===== src/rtl/cms_pkg.sv =====
// Constants and types for the controller operating mode sequencer
package cms_pkg;
    // Register port geometry
    localparam int ADDR_W = 4;
    localparam int DATA_W = 8;
    // Register offsets
    localparam logic [3:0] ADDR_CTRL = 4'h0;
    localparam logic [3:0] ADDR_STATUS = 4'h1;
    localparam logic [3:0] ADDR_FAULT = 4'h2;
    // Control fields (write only, one-shot)
    localparam int CTRL_RUN_BIT = 0;
    localparam int CTRL_STOP_BIT = 1;
    localparam int CTRL_OVR_BIT = 2;
    // Status fields
    localparam int ST_MODE_LSB = 0;
    localparam int ST_SEL_BIT = 3;
    localparam int ST_BATT_BIT = 4;
    localparam int ST_EMPTY_BIT = 5;
    localparam int ST_HOLD_BIT = 6;
    // Fault register field
    localparam int FLT_BIT = 0;
    // Reset value of read data
    localparam logic [7:0] RDATA_RST = 8'h00;
    // Timing
    localparam int CLK_HZ = 25000000;
    localparam int BATT_FLASH_MS = 100;
    localparam int BATT_FLASH_CYC = (CLK_HZ / 1000) * BATT_FLASH_MS;
    // Sequencer states
    typedef enum logic [2:0] {
        S_OFF,
        S_OVR,
        S_STOP,
        S_PARAM,
        S_ROUTINE,
        S_RUN
    } cms_state_t;
endpackage


===== src/rtl/cms_top.sv =====
// Operating mode sequencer: switches, programmer requests, mode gating
`timescale 1ns/100ps
module cms_top #(
    parameter int BATT_FLASH_CYC = cms_pkg::BATT_FLASH_CYC
)(
    // Clock and reset
    input wire logic i_clk_sys,
    input wire logic i_rstn,
    // Operator pins (asynchronous)
    input wire logic i_pwr_on,
    input wire logic i_sel_run,
    input wire logic i_batt_present,
    input wire logic i_act_supply,
    input wire logic i_malfunction,
    // Program executor handshakes (same clock)
    input wire logic i_param_done,
    input wire logic i_routine_done,
    input wire logic i_prog_loaded,
    // Register port
    input wire logic [cms_pkg::ADDR_W-1:0] i_addr,
    input wire logic [cms_pkg::DATA_W-1:0] i_wdata,
    input wire logic i_wr,
    input wire logic i_rd,
    output logic [cms_pkg::DATA_W-1:0] o_rdata,
    // Execution gating
    output logic o_prog_exec,
    output logic o_retain_hold,
    output logic o_timer_run,
    output logic o_counter_en,
    output logic o_scan_mon_en,
    output logic o_timed_irq_en,
    // I/O gating
    output logic o_onboard_out_en,
    output logic o_ext_io_en,
    output logic o_periph_ops_en,
    // Restart sequence
    output logic o_param_eval,
    output logic o_routine_run,
    output logic o_routine_sel,
    // Clearing
    output logic o_clear_pulse,
    output logic o_overall_clear,
    // Lamps
    output logic o_led_red,
    output logic o_led_green,
    output logic o_led_batt,
    output logic o_mod_fault_led
);
    import cms_pkg::*;

    localparam int FW = $clog2(BATT_FLASH_CYC + 1);

    ////////////////////////////////////////////////////////////////////
    // Reset release and pin synchronisers

    logic rst_meta_reg; // First reset stage
    logic rst_n_reg; // Reset seen by the design
    logic [4:0] pin_meta_reg; // First stage, read by second only
    logic [4:0] pin_sync_reg; // Safe copies of the pins
    logic pwr_s;
    logic sel_s;
    logic batt_s;
    logic act_s;
    logic flt_s;

    // Release reset through two flops
    always_ff @(posedge i_clk_sys or negedge i_rstn)
    begin
        if (!i_rstn)
        begin
            rst_meta_reg <= 1'b0;
            rst_n_reg <= 1'b0;
        end
        else
        begin
            rst_meta_reg <= 1'b1;
            rst_n_reg <= rst_meta_reg;
        end
    end

    // Two flops on every operator pin
    always_ff @(posedge i_clk_sys or negedge rst_n_reg)
    begin
        if (!rst_n_reg)
        begin
            pin_meta_reg <= 5'h00;
            pin_sync_reg <= 5'h00;
        end
        else
        begin
            pin_meta_reg <= {i_pwr_on, i_sel_run, i_batt_present,
                             i_act_supply, i_malfunction};
            pin_sync_reg <= pin_meta_reg;
        end
    end

    assign {pwr_s, sel_s, batt_s, act_s, flt_s} = pin_sync_reg;

    ////////////////////////////////////////////////////////////////////
    // Selector qualification

    // Synchroniser must fill before the selector is trusted
    logic [1:0] sel_wait_reg;
    logic sel_valid_reg;

    always_ff @(posedge i_clk_sys or negedge rst_n_reg)
    begin
        if (!rst_n_reg)
        begin
            sel_wait_reg <= 2'h0;
            sel_valid_reg <= 1'b0;
        end
        else if (!sel_valid_reg)
        begin
            sel_wait_reg <= sel_wait_reg + 2'h1;
            sel_valid_reg <= (sel_wait_reg == 2'h3);
        end
    end

    ////////////////////////////////////////////////////////////////////
    // Register port decode

    logic wr_ctrl;
    logic wr_fault;
    logic pg_run_req;
    logic pg_stop_req;
    logic pg_ovr_req;

    assign wr_ctrl = i_wr && (i_addr == ADDR_CTRL);
    assign wr_fault = i_wr && (i_addr == ADDR_FAULT);
    // Programmer run and stop requests count only with selector at run
    assign pg_run_req = wr_ctrl && i_wdata[CTRL_RUN_BIT] && sel_s;
    assign pg_stop_req = wr_ctrl && i_wdata[CTRL_STOP_BIT] && sel_s;
    assign pg_ovr_req = wr_ctrl && i_wdata[CTRL_OVR_BIT];

    ////////////////////////////////////////////////////////////////////
    // Stop hold and fault flag

    logic hold_reg; // Keeps the block in stop despite selector at run
    logic fault_reg; // Sticky malfunction flag

    // Malfunction or programmer stop holds; selector to stop releases
    always_ff @(posedge i_clk_sys or negedge rst_n_reg)
    begin
        if (!rst_n_reg)
            hold_reg <= 1'b0;
        else if (flt_s || pg_stop_req)
            hold_reg <= 1'b1;
        else if (!sel_s || pg_run_req)
            hold_reg <= 1'b0;
    end

    // Set beats a clear in the same cycle
    always_ff @(posedge i_clk_sys or negedge rst_n_reg)
    begin
        if (!rst_n_reg)
            fault_reg <= 1'b0;
        else if (flt_s)
            fault_reg <= 1'b1;
        else if (wr_fault && i_wdata[FLT_BIT])
            fault_reg <= 1'b0;
    end

    ////////////////////////////////////////////////////////////////////
    // Mode state machine

    cms_state_t state_reg;
    cms_state_t state_next;
    logic go_ok; // Conditions that allow leaving stop
    logic stop_cond; // Conditions that force stop

    assign go_ok = sel_valid_reg && sel_s && !hold_reg && !flt_s;
    assign stop_cond = !sel_s || hold_reg || flt_s || pg_stop_req;

    // Next mode
    always_comb
    begin
        state_next = state_reg;
        unique case (state_reg)
            S_OFF:
            begin
                // Switch at 1 powers up; no battery forces overall reset
                if (pwr_s)
                    state_next = batt_s ? S_STOP : S_OVR;
            end
            S_OVR:
                state_next = S_STOP;
            S_STOP:
            begin
                if (!pwr_s)
                    state_next = S_OFF;
                else if (pg_ovr_req)
                    state_next = S_OVR;
                // Empty memory does not block the start
                else if (go_ok)
                    state_next = S_PARAM;
            end
            S_PARAM:
            begin
                if (!pwr_s)
                    state_next = S_OFF;
                else if (stop_cond)
                    state_next = S_STOP;
                else if (i_param_done)
                    state_next = S_ROUTINE;
            end
            S_ROUTINE:
            begin
                if (!pwr_s)
                    state_next = S_OFF;
                else if (stop_cond)
                    state_next = S_STOP;
                else if (i_routine_done)
                    state_next = S_RUN;
            end
            S_RUN:
            begin
                if (!pwr_s)
                    state_next = S_OFF;
                else if (stop_cond)
                    state_next = S_STOP;
            end
        endcase
    end

    // Power-on reset lands in off, then stop
    always_ff @(posedge i_clk_sys or negedge rst_n_reg)
    begin
        if (!rst_n_reg)
            state_reg <= S_OFF;
        else
            state_reg <= state_next;
    end

    ////////////////////////////////////////////////////////////////////
    // Restart routine choice and memory status

    logic pwr_restart_reg; // Restart follows a power-up
    logic mem_empty_reg; // Program memory erased

    // First restart after power-up uses the power restore routine
    always_ff @(posedge i_clk_sys or negedge rst_n_reg)
    begin
        if (!rst_n_reg)
            pwr_restart_reg <= 1'b0;
        else if (state_reg == S_OFF)
            pwr_restart_reg <= 1'b1;
        else if (state_reg == S_ROUTINE && i_routine_done)
            pwr_restart_reg <= 1'b0;
    end

    // Overall reset empties memory; a load fills it
    always_ff @(posedge i_clk_sys or negedge rst_n_reg)
    begin
        if (!rst_n_reg)
            mem_empty_reg <= 1'b1;
        else if (state_reg == S_OVR)
            mem_empty_reg <= 1'b1;
        else if (i_prog_loaded)
            mem_empty_reg <= 1'b0;
    end

    ////////////////////////////////////////////////////////////////////
    // Gating outputs, registered from the next mode

    // Outputs line up with state_reg at the cost of wider decode
    always_ff @(posedge i_clk_sys or negedge rst_n_reg)
    begin
        if (!rst_n_reg)
        begin
            o_prog_exec <= 1'b0;
            o_retain_hold <= 1'b1;
            o_timer_run <= 1'b0;
            o_counter_en <= 1'b0;
            o_scan_mon_en <= 1'b0;
            o_timed_irq_en <= 1'b0;
            o_onboard_out_en <= 1'b0;
            o_ext_io_en <= 1'b0;
            o_periph_ops_en <= 1'b0;
            o_param_eval <= 1'b0;
            o_routine_run <= 1'b0;
            o_routine_sel <= 1'b0;
        end
        else
        begin
            o_prog_exec <= (state_next == S_RUN);
            // Values frozen in off and stop
            o_retain_hold <= (state_next inside {S_OFF, S_STOP});
            o_timer_run <= (state_next == S_RUN);
            o_counter_en <= (state_next == S_RUN);
            o_scan_mon_en <= (state_next == S_RUN);
            o_timed_irq_en <= (state_next == S_RUN);
            // Onboard outputs live in run and restart, zero in stop
            o_onboard_out_en <= (state_next inside
                {S_PARAM, S_ROUTINE, S_RUN});
            o_ext_io_en <= (state_next == S_RUN);
            o_periph_ops_en <= (state_next inside
                {S_PARAM, S_ROUTINE});
            o_param_eval <= (state_next == S_PARAM);
            o_routine_run <= (state_next == S_ROUTINE);
            o_routine_sel <= pwr_restart_reg;
        end
    end

    ////////////////////////////////////////////////////////////////////
    // Clearing pulses

    // Single-cycle strobes to the data store
    always_ff @(posedge i_clk_sys or negedge rst_n_reg)
    begin
        if (!rst_n_reg)
        begin
            o_clear_pulse <= 1'b0;
            o_overall_clear <= 1'b0;
        end
        else
        begin
            // Stop to restart edge wipes non-retentive data
            o_clear_pulse <= (state_reg == S_STOP)
                && (state_next == S_PARAM);
            o_overall_clear <= (state_next == S_OVR);
        end
    end

    ////////////////////////////////////////////////////////////////////
    // Lamps

    logic [FW-1:0] flash_cnt_reg; // Battery lamp power-on flash
    logic powered;

    assign powered = (state_next != S_OFF);

    // Flash window restarts on every power-up
    always_ff @(posedge i_clk_sys or negedge rst_n_reg)
    begin
        if (!rst_n_reg)
            flash_cnt_reg <= '0;
        else if (state_reg == S_OFF)
            flash_cnt_reg <= FW'(BATT_FLASH_CYC);
        else if (flash_cnt_reg != '0)
            flash_cnt_reg <= flash_cnt_reg - 1'b1;
    end

    // Lamps follow the next mode so they match the gating
    always_ff @(posedge i_clk_sys or negedge rst_n_reg)
    begin
        if (!rst_n_reg)
        begin
            o_led_red <= 1'b0;
            o_led_green <= 1'b0;
            o_led_batt <= 1'b0;
            o_mod_fault_led <= 1'b0;
        end
        else
        begin
            o_led_red <= powered && (state_next != S_RUN);
            o_led_green <= (state_next == S_RUN);
            o_led_batt <= powered && (!batt_s
                || (flash_cnt_reg != '0));
            o_mod_fault_led <= powered && ((state_next != S_RUN)
                || (!act_s && state_next != S_RUN));
        end
    end

    ////////////////////////////////////////////////////////////////////
    // Register read

    // Data stand only in the cycle after the strobe
    always_ff @(posedge i_clk_sys or negedge rst_n_reg)
    begin
        if (!rst_n_reg)
            o_rdata <= RDATA_RST;
        else if (!i_rd)
            o_rdata <= RDATA_RST;
        else if (i_addr == ADDR_STATUS)
        begin
            o_rdata <= RDATA_RST;
            o_rdata[ST_MODE_LSB +: 3] <= state_reg;
            o_rdata[ST_SEL_BIT] <= sel_s;
            o_rdata[ST_BATT_BIT] <= batt_s;
            o_rdata[ST_EMPTY_BIT] <= mem_empty_reg;
            o_rdata[ST_HOLD_BIT] <= hold_reg;
        end
        else if (i_addr == ADDR_FAULT)
            o_rdata <= {7'h00, fault_reg};
        else
            o_rdata <= RDATA_RST; // Control and unmapped read zero
    end
endmodule


===== config.mk =====
export PLATFORM = sky130hd
export DESIGN_NAME = cms_top
export DESIGN_NICKNAME = d
export VERILOG_FILES = /design/src/rtl/cms_pkg.sv /design/src/rtl/cms_top.sv
export SDC_FILE = /design/constraint.sdc
export NUM_CORES = 1
export LEC_CHECK = 0
export ABC_AREA = 0
export BUFFER_PORTS_ARGS = -buffer_cell sky130_fd_sc_hd__buf_2
export CORE_MARGIN = 2
export CORE_UTILIZATION = 55
export DETAILED_ROUTE_END_ITERATION = 10
export PLACE_DENSITY = 0.77
export SYNTH_ARGS = -nofsm -noshare
export SYNTH_HDL_FRONTEND = slang
export SYNTH_SLANG_ARGS = --single-unit
export TNS_END_PERCENT = 100

===== constraint.sdc =====
create_clock -name i_clk_sys -period 2.1 [get_ports i_clk_sys]
set_input_delay 0.21 -clock i_clk_sys [delete_from_list [all_inputs] [get_ports i_clk_sys]]
set_output_delay 0.21 -clock i_clk_sys [all_outputs]
set_load 0.02 [all_outputs]

# --- Word level (Yosys, flattened, before mapping) ---
# Index checks and enable logic that the tools add are counted.
totals:
  reg_bits: 64
  latchBits: 0
  ramBits: 0
  mem_bits_ro: 0
  in_bits: 24
  out_inout_bits: 26
  wordCells: 111
  n_memories: 0
classes:
  add_sub_neg: 2
  mul: 0
  div_mod_pow: 0
  magnitude_cmp: 0
  n_eq_ne: 14
  shifts: 0
  n_mux: 28
  bitwise_logic: 0
  n_reduce_logical: 42
op_table:
  columns: ["op", "n"]
  rows:
  - ["two-way mux 22 bit", 2]
  - ["two-way mux 3 bit", 12]
  - ["nonzero test 22 bit", 1]
  - ["subtractor 22 x 1 -> 22 bit (second input constant)", 1]
  - ["case mux 3 bit (6 select lines)", 1]
  - ["logical AND 1 bit", 17]
  - ["two-way mux 7 bit", 2]
  - ["nonzero test 2 bit", 7]
  - ["equality test 3 x 2 -> 1 bit (second input constant)", 4]
  - ["equality test 3 bit (second input constant)", 4]
  - ["two-way mux 1 bit", 10]
  - ["logical OR 1 bit", 7]
  - ["equality test 3 x 1 -> 1 bit (second input constant)", 2]
  - ["logical NOT 3 bit", 2]
  - ["nonzero test 3 bit", 2]
  - ["logical NOT 1 bit", 5]
  - ["equality test 4 x 1 -> 1 bit (second input constant)", 1]
  - ["equality test 4 x 2 -> 1 bit (second input constant)", 1]
  - ["logical NOT 4 bit", 1]
  - ["!= test 3 bit (second input constant)", 1]
  - ["adder 2 x 1 -> 2 bit (second input constant)", 1]
  - ["equality test 2 bit (second input constant)", 1]
  - ["two-way mux 2 bit", 1]

# --- Depth between registers and ports, before layout ---
# Gate-level depths: netlist (run 1).
logic_depth:
  word_depth: 12
  depth_mapped: 9
  ltp_nobuf: 8

# --- Worst setup path after synthesis (run 1) ---
# No wires, ideal clock.
synth_timing:
  path_type: "register to register"
  start: "reg flash_cnt_reg[0]"
  end: "reg flash_cnt_reg[8]"
  setup_ns: 0.124
  t_arrival_ns: 1.709
  t_required_ns: 1.976
  path_slack_ns: 0.268
  path_stages_with_launch: 10
  path_buffers: 1
  period_less_slack_ns: 1.832
  path_cell_list: "dfrtp_1 inv_1 ha_1 nor3b_2 nand3_2 or2_1 buf_6 nand3_1 xor2_1 nand2_1"
synth_between:
  elab_chain_cells: 3
  word_cells_on_any_way: 5
  cone_classes: "1 x add/sub; 2 x mux; 2 x reduce/logical"
synth_rtl:
  columns: ["element", "line", "rtl"]
  rows:
  - ["start, declared", "cms_top.sv:328", "logic [FW-1:0] flash_cnt_reg;"]
  - ["start signal, assigned", "cms_top.sv:339", "flash_cnt_reg <= FW'(BATT_FLASH_CYC);"]
  - ["start signal, assigned", "cms_top.sv:341", "flash_cnt_reg <= flash_cnt_reg - 1'b1;"]
  - ["subtractor 22 x 1 -> 22 bit", "cms_top.sv:341", null]
  - ["two-way mux 22 bit", "cms_top.sv:340", "else if (flash_cnt_reg != '0)"]
  - ["two-way mux 22 bit", "cms_top.sv:338", "else if (state_reg == S_OFF)"]
# Several ways; a longest one is shown, not always the timed one. The select of a mux whose other input is x is not followed.
# A chain may end at the register's enable or synchronous reset.

# --- Final worst setup path (run 1) ---
layout_timing:
  start: "reg flash_cnt_reg[0]"
  end: "reg flash_cnt_reg[10]"
# The elaborated chain is that of the path after synthesis.

==> results.toml, run 1 <==
[run_status]
status = "finished clean"

[sta]
worst_pin_slew_ns = 0.632
setup_violations = 0
fin_ws_ns = 0.197
tns_ns = 0
fin_crit_sh_pct = 90.6
fin_skew_ns = 0.00915
hold_violations = 0
slew-limit-headroom_pct = 57.5
max_clock_freq_mhz = 525
finalCriticalPeriod_ns = 1.90
maxSlewViolCount = 0
rsz0062_at_grt = "false"

[synth]
synth-seq-cells = 61
ys_seq_area_share_pct = 55.2
avgSynthCellArea_sq_um = 11.1
synth.largest_area_cell = "dfrtp_1"
syn_nets = 276
synth_area_sq_um = 2770
synth-warning-count = 0
synth_cells = 250
async_flop_share_pct = 100
yosysTopAreaCellShare_pct = 53.3
synth_edf_count = 0
synthTopCellsByArea = "dfrtp_1 53%, xnor2_1 3.8%, nor2_1 3.5%"
yosysUniqueCellTypes = 59
synthFlopType = "dfrtp_1"

[floorplan]
die_w_um = 75.0
die_area_sq_um = 5620
initial_core_util_pct = 57.9
num_io_pins = 50
num_rows = 25
coreArea_sq_um = 4790
die_y_um = 75.0

[final_layout]
syn_to_final_growth_pct = 18.6
final_cell_area_sq_um = 3280
fillers = 366
final_nets = 326
final_util_pct = 68.6
antennaDiodeCount = 0
largest_reg_flops = 22
drive_gt1_share_pct = 30.2

[routing]
routedWlPerCell_um = 13.8
via_count = 1931
vias_per_cell = 5.19
postRouteWirelength_mm = 5.12
drc = 0
first_pass_iters = 5
drt-initial-drc-count = 92
ant_nets = 0

[global_route]
antenna_found_initial = 0
grt_pass1_wl_mm = 8.63
grt_pass1_vias = 1849
track_usage_pct = 21.2
grt.overflow.total = 0
grt_max_degree = 38

[setup_path]
crit_fanout = 9
crit_path_start_kind = "flip-flop"
worst_ep_arrival_time_ns = 2.14
worst_setup_path_end_kind = "flip-flop"
worst-setup-path-type = "reg -> reg"
crit_required_ns = 2.34
r2r_cells = 8

[clock_network]
clk_pin_slew_ns = 0.07
cts.htree.levels = 3
insertion_delay_ns = 0.35
cts_tree = "built"
clk_path_buf_depth = 2
cts_buffers = 9
cts.sinks = 61
cts_root_buffer = "clkbuf_8"

[pwr]
power_leakage_uw = 0.00149
peakVddDrop_mv = 0.539
power.total_uw = 2950
power.density_nw_per_um2 = 898

[run]
maxCapViolations = 0

[min_path]
hold_class = "in -> reg"
worstHoldPathCells = 3

[place]
place_area_sq_um = 3010
hpwl_mm = 3.49
io_buffers = 42
gp_congestion = 0.869
pre_cts_slack_ns = 0.104
-- kinds of logic after synthesis --
| kind of cell | Yosys count | synth area share (%) |
|---|---|---|
| xor+xnor | 19 | 6.01 |
| fa+ha+maj | 2 | 0.904 |
| simple gates | 109 | 24.2 |
| other cells | 2 | 0.271 |
| mux | 2 | 0.768 |
| buf+inv | 24 | 4.74 |
| compound gates | 31 | 7.91 |
| flops | 61 | 55.2 |
-- what timing repair did --
action / CTS / global route
buffers inserted: 0 / 1
endpoints found under the hold margin: 7 / 0
hold buffers: 6 / 0
gates resized for setup: 0 / 2
endpoints found under the setup margin: 0 / 6
-- routing by layer --
metal	GRT usage (%)	part of all wire, %
met5	0	0
met1	27.8	45
met2	32.4	49
met4	8.13	1.5
met3	8.03	4.7
-- area by class of cell --
type	instances	area [sq um]	area share, %
well taps	67	83.8	2.55
inverters	10	37.5	1.14
multi-input cells	165	1120	34.0
clock inverters	7	57.6	1.75
flip-flops and latches	61	1530	46.6
repair buffers	53	333	10.1
clock buffers	9	124	3.77
-- synthesized netlist by cell type, types with 3 or more instances --
cell type	instances
o21ai_0	3
xor2_1	7
buf_4	8
inv_1	8
nor2_1	26
and3_1	4
nand3_1	8
buf_2	3
a21oi_1	11
nor4_1	6
and2_1	9
dfrtp_1	59
nor4_2	3
nand2_1	21
xnor2_1	12
nor3_1	5
-- cell usage in the layout (no fill, tap or decap), types with 3 or more instances in the layout --
master,n
inv_1,8
dlygate4sd3_1,6
nor3_1,5
clkbuf_8,9
nand3_1,8
nor2_1,26
nor4_1,5
nor4_2,4
nand2_1,21
a21oi_1,11
xnor2_1,12
buf_4,3
clkinvlp_4,3
dfrtp_1,58
and3_1,4
xor2_1,7
o21ai_0,3
and2_1,9
buf_2,42
-- path summary, 6_finish.rpt --
check / startpoint / end / slack [ns]
max: flash_cnt_reg[0] / flash_cnt_reg[10] / 0.20
min: i_rd / o_rdata[0] / 0.08
max reg2reg: flash_cnt_reg[0] / flash_cnt_reg[10] / 0.20
min reg2reg: rst_n_reg / pin_meta_reg[4] / 0.24
max in group asynchronous: rst_n_reg / mem_empty_reg / 1.21
min in group asynchronous: i_rstn / rst_n_reg / 0.17
-- power breakdown --
| part | internal, uW | total [uW] | switching [uW] |
|---|---|---|---|
| sequential | 1280 | 1410 | 129 |
| combinational | 272 | 585 | 312 |
| clock | 438 | 956 | 518 |
| total | 1990 | 2950 | 959 |
-- worst max-delay path, cell delays in order (launching register included) --
cell     delay (ns)
dfrtp_1        0.43
inv_1          0.09
ha_1           0.19
nor3b_2        0.25
nand3_2        0.18
or2_4          0.32
nand3_1        0.11
xor2_1         0.16
nand2_1        0.07
-- per-stage QoR --
stage / hold WS (ns) / instances
2_1_floorplan: -0.0856 / 250
3_3_place_gp: -0.00294 / 349
3_5_place_dp: -0.00236 / 349
4_1_cts: 0.0788 / 371
5_1_grt: 0.0735 / 372
6_report: 0.0820 / 372
(Power assumes the default switching activity.)
==> run 2, diff against run 1 <==
--- a/config.mk
+++ b/config.mk
@@ -7,10 +7,11 @@
 export LEC_CHECK = 0
 export ABC_AREA = 0
 export BUFFER_PORTS_ARGS = -buffer_cell sky130_fd_sc_hd__buf_2
+export CORE_ASPECT_RATIO = 1.4
 export CORE_MARGIN = 2
-export CORE_UTILIZATION = 55
+export CORE_UTILIZATION = 50
 export DETAILED_ROUTE_END_ITERATION = 10
-export PLACE_DENSITY = 0.77
+export PLACE_DENSITY = 0.74
 export SYNTH_ARGS = -nofsm -noshare
 export SYNTH_HDL_FRONTEND = slang
 export SYNTH_SLANG_ARGS = --single-unit
==> constraint.sdc (replaced) <==
create_clock -name i_clk_sys -period 1.75 [get_ports i_clk_sys]
set_input_delay 0.175 -clock i_clk_sys [delete_from_list [all_inputs] [get_ports i_clk_sys]]
set_output_delay 0.175 -clock i_clk_sys [all_outputs]
set_load 0.02 [all_outputs]
==> results.toml, run 2 (same netlist as run 1, synthesis figures left out) <==
[run_status]
status = "finished with violations"
violations = "negative setup slack"

[setup_path]
worst_ep_arrival_time_ns = 2.10
crit_required_ns = 1.98
crit_fanout = 9
worst-setup-path-type = "reg -> reg"
worst_setup_path_end_kind = "flip-flop"
crit_path_start_kind = "flip-flop"

[routing]
postRouteWirelength_mm = 6.50
vias_per_cell = 5.16
drt-initial-drc-count = 114
routedWlPerCell_um = 15.5
via_count = 2163
ant_nets = 0
drc = 0
first_pass_iters = 4

[final_layout]
largest_reg_flops = 22
mostFrequentLayoutCells = "56 x dfrtp_1, 46 x buf_4, 42 x buf_2"
drive_gt1_share_pct = 47.0
antennaDiodeCount = 0
final_nets = 372
mostFrequentLayoutCell = "dfrtp_1"
syn_to_final_growth_pct = 40.3
instances_no_fill = 419

[floorplan]
die_y_um = 92.1
num_rows = 32
coreArea_sq_um = 5450
initial_core_util_pct = 50.9
die_w_um = 66.9
die_area_sq_um = 6160
num_io_pins = 50

[pwr]
power.density_nw_per_um2 = 1040
power_leakage_uw = 0.00177
peakVddDrop_mv = 0.778

[sta]
rsz0062_at_grt = "true"
maxSlewViolCount = 0
fin_crit_sh_pct = 107
fin_ws_ns = -0.128
hold_violations = 0
finalCriticalPeriod_ns = 1.88
max_clock_freq_mhz = 533
setup_violations = 20
tns_ns = -1.32
fin_skew_ns = 0.00548

[clock_network]
cts.htree.levels = 3
cts_tree = "built"
cts_root_buffer = "clkbuf_8"
cts_buffers = 9
clk_pin_slew_ns = 0.06
clk_path_buf_depth = 2
insertion_delay_ns = 0.34
cts.sinks = 61

[global_route]
grt_pass1_vias = 2227
antenna_found_initial = 0
grt_pass1_wl_mm = 10.0
track_usage_pct = 22.2
grt.overflow.total = 0
grt_max_degree = 60

[run]
maxCapViolations = 0

[place]
dp.cells = 387
io_buffers = 42
gp_congestion = 0.848
pre_cts_slack_ns = -0.164
hpwl_mm = 4.04

[min_path]
hold_class = "in -> reg"
run 2: path summary, 6_finish.rpt:
kind | from | to | slack, ns | cells past startpoint
max in group asynchronous | rst_n_reg | mem_empty_reg | 1.18 | 1
worst min register to register | rst_n_reg | flash_cnt_reg[15] | 0.27 | 1
worst min-delay path | i_rd | o_rdata[0] | 0.07 | 3
worst max register to register | flash_cnt_reg[1] | flash_cnt_reg[15] | -0.13 | 9
min in group asynchronous | i_rstn | rst_meta_reg | 0.15 | 2
worst max-delay path | flash_cnt_reg[1] | flash_cnt_reg[15] | -0.13 | 9
run 2: where the power goes:
group          internal, uW  total, uW  switching [uW]  leakage [uW]
clock network           795       1320             526      0.000107
logic                   496       1030             537      0.000927
registers              1540       1670             134      0.000739
run 2: layout make-up:
type,count,area (sq um)
clock buffer,11,131
timing repair buffer,99,689
sequential,61,1530
inverter,10,37.5
fill,383,1560
tap,68,85.1
clock inverter,5,75.1
multi-input combinational,165,1330
run 2: routing by layer:
layer  part of all wire [%]  track usage (%)  wire (um)
met1                     39             25.1       2540
met2                     57             38.0       3680
met3                    2.5             6.38        160
met4                    1.9             9.86        121
met5                      0                0          0
run 2: critical path, cell delays in order (launching register included):
cell	delay (ns)
dfrtp_1	0.40
inv_1	0.10
ha_2	0.19
nor3b_4	0.24
nand3_4	0.15
o21ai_4	0.20
buf_12	0.16
nor3_1	0.07
xnor2_1	0.18
nor2_1	0.06
run 2: stage by stage:
stage | power [uW] | util [%] | cell area (sq um) | hold slack [ns]
final | 4020 | 71.3 | 3880 | 0.0690
after global routing | 4210 | 71.3 | 3880 | 0.0552
after CTS | 3890 | 67.4 | 3670 | 0.0597
after detailed placement | 2510 | 60.8 | 3310 | -0.0372
after global placement | 2480 | 60.8 | 3310 | -0.0401
after floorplan | 2140 | - | 2780 | -0.121
run 2: what timing repair did:
| action | CTS | global route |
|---|---|---|
| gates cloned | 0 | 0 |
| buffers inserted | 2 | 8 |
| hold endpoints to repair | 7 | 0 |
| endpoints found under the setup margin | 28 | 29 |
| gates resized for setup | 16 | 31 |
| pin swaps | 3 | 24 |
| hold buffers | 6 | 0 |
==> run 3, diff against run 2 <==
--- a/config.mk
+++ b/config.mk
@@ -9,9 +9,9 @@
 export BUFFER_PORTS_ARGS = -buffer_cell sky130_fd_sc_hd__buf_2
 export CORE_ASPECT_RATIO = 1.4
 export CORE_MARGIN = 2
-export CORE_UTILIZATION = 50
+export CORE_UTILIZATION = 45
 export DETAILED_ROUTE_END_ITERATION = 10
-export PLACE_DENSITY = 0.74
+export PLACE_DENSITY = 0.67
 export SYNTH_ARGS = -nofsm -noshare
 export SYNTH_HDL_FRONTEND = slang
 export SYNTH_SLANG_ARGS = --single-unit
==> results.toml, run 3 (same netlist as run 1, synthesis figures left out) <==
[run_status]
status = "finished with violations"
violations = "negative setup slack"

[floorplan]
die_area_sq_um = 6810
die_w_um = 70.3
initial_core_util_pct = 46.9
num_rows = 33
die_y_um = 96.8
coreArea_sq_um = 5900
num_io_pins = 50

[pwr]
peakVddDrop_mv = 0.796
p_sw_share_pct = 28.6
p_sw_uw = 1190
clock_power_share_pct = 35.6
internal_power_uw = 2950
seqPwrFrac_pct = 39.9
pwr-share-comb_pct = 24.5
power_leakage_uw = 0.00182
power.density_nw_per_um2 = 1040

[clock_network]
cts.htree.levels = 3
cts_root_buffer = "clkbuf_8"
cts_buffers = 9
insertion_delay_ns = 0.35
clk_path_buf_depth = 2
clk_pin_slew_ns = 0.07
cts_tree = "built"
cts.sinks = 61

[routing]
vias_per_cell = 5.05
drc = 0
via_count = 2156
drt-initial-drc-count = 130
first_pass_iters = 4
ant_nets = 0
routedWlPerCell_um = 14.5
postRouteWirelength_mm = 6.17

[place]
io_buffers = 42
hpwl_mm = 3.88
gp_congestion = 0.806

[final_layout]
mostFrequentLayoutCell = "dfrtp_1"
mostFrequentLayoutCells = "56 x dfrtp_1, 48 x buf_4, 42 x buf_2"
fillers = 419
antennaDiodeCount = 0
largest_reg_flops = 22
final_nets = 378
syn_to_final_growth_pct = 44.1
drive_gt1_share_pct = 49.9

[setup_path]
crit_chain = "buf_4 -> or3_4 -> or2_4 -> nor3_4 -> nor4b_4 -> xnor2_1 -> nor2_1"
worst-setup-path-type = "reg -> reg"
crit_fanout = 3
critPathBufInv = 1
worst_setup_path_end_kind = "flip-flop"
worst_ep_arrival_time_ns = 2.08
critPathMaxStageDelay_ns = 0.40
crit_required_ns = 1.97
critPathTopFamily = "simple AND/OR/NAND/NOR gates"
crit_path_start_kind = "flip-flop"
cpMaxStageDelayCell = "dfrtp_1"

[sta]
setup_violations = 17
finalCriticalPeriod_ns = 1.86
hold_violations = 0
holdWs_ns = 0.0515
maxSlewViolCount = 0
max_clock_freq_mhz = 538
rsz0062_at_grt = "true"
fin_ws_ns = -0.110
fin_skew_ns = 0.0139
tns_ns = -0.882
fin_crit_sh_pct = 106

[global_route]
grt_pass1_wl_mm = 9.74
antenna_found_initial = 0
grt.overflow.total = 0
grt_max_degree = 42
grt_pass1_vias = 2225
track_usage_pct = 18.4

[run]
maxCapViolations = 0

[min_path]
hold_class = "in -> reg"
## run 3: per-stage QoR
step	instance area [sq um]	power [uW]	std cells	setup WS, ns	utilization (%)
floorplan	2780	2140	250	-0.0426	-
global placement	3340	2520	393	-0.0576	56.6
detailed placement	3340	2540	393	-0.0881	56.6
CTS	3730	4040	421	-0.0915	63.1
global route	3990	4320	427	-0.215	67.6
finish	3990	4140	427	-0.110	67.6
## run 3: final timing paths
path / endpoint / slack [ns] / start / depth (start not counted)
max: flash_cnt_reg[19] / -0.11 / flash_cnt_reg[13] / 7
min: o_rdata[0] / 0.05 / i_rd / 3
max reg2reg: flash_cnt_reg[19] / -0.11 / flash_cnt_reg[13] / 7
min reg2reg: flash_cnt_reg[14] / 0.21 / rst_n_reg / 0
max in group asynchronous: o_retain_hold / 0.92 / rst_n_reg / 1
min in group asynchronous: rst_meta_reg / 0.14 / i_rstn / 2
## run 3: cell type report
class | count | area [sq um] | share of cell area, %
flip-flops and latches | 61 | 1530 | 38.4
well taps | 70 | 87.6 | 2.20
repair buffers | 105 | 749 | 18.8
clock inverters | 3 | 67.6 | 1.69
clock buffers | 13 | 169 | 4.23
inverters | 10 | 40.0 | 1.00
multi-input cells | 165 | 1340 | 33.7
## run 3: what timing repair did
item                                    CTS  global route
pin swaps                                 3            28
setup buffers                             6             6
resized for setup                        13            45
hold buffers                              6             0
cloned                                    0             0
endpoints found under the setup margin   25            32
hold endpoints to repair                  7             0
## run 3: worst register-to-register path, delay by kind of cell (launching register included)
family	cells	cell delay, ns
xor gates and xnor gates	1	0.15
buffers and inverters	1	0.16
DFF	1	0.40
and+or+nand+nor	5	1.04
## run 3: per-layer routing
metal  wire, um  part of all wire (%)  global-route usage, %  up-vias
li1           -                     -                      -     1041
met1       2490                    40                   20.0     1048
met2       3290                    53                   31.6       54
met3        261                   4.2                   5.73       13
met4        130                   2.1                   9.32        0
met5          0                     0                      0        -
## run 3: power groups by stage
| stage | Combinational [uW] | Sequential (uW) | Clock [uW] |
|---|---|---|---|
| 6_report | 1010 | 1650 | 1470 |
| 5_1_grt | 1090 | 1670 | 1560 |
| 4_1_cts | 904 | 1650 | 1490 |
| 3_5_place_dp | 864 | 1680 | 0 |
| 3_3_place_gp | 854 | 1670 | 0 |
| 2_1_floorplan | 421 | 1720 | 0 |
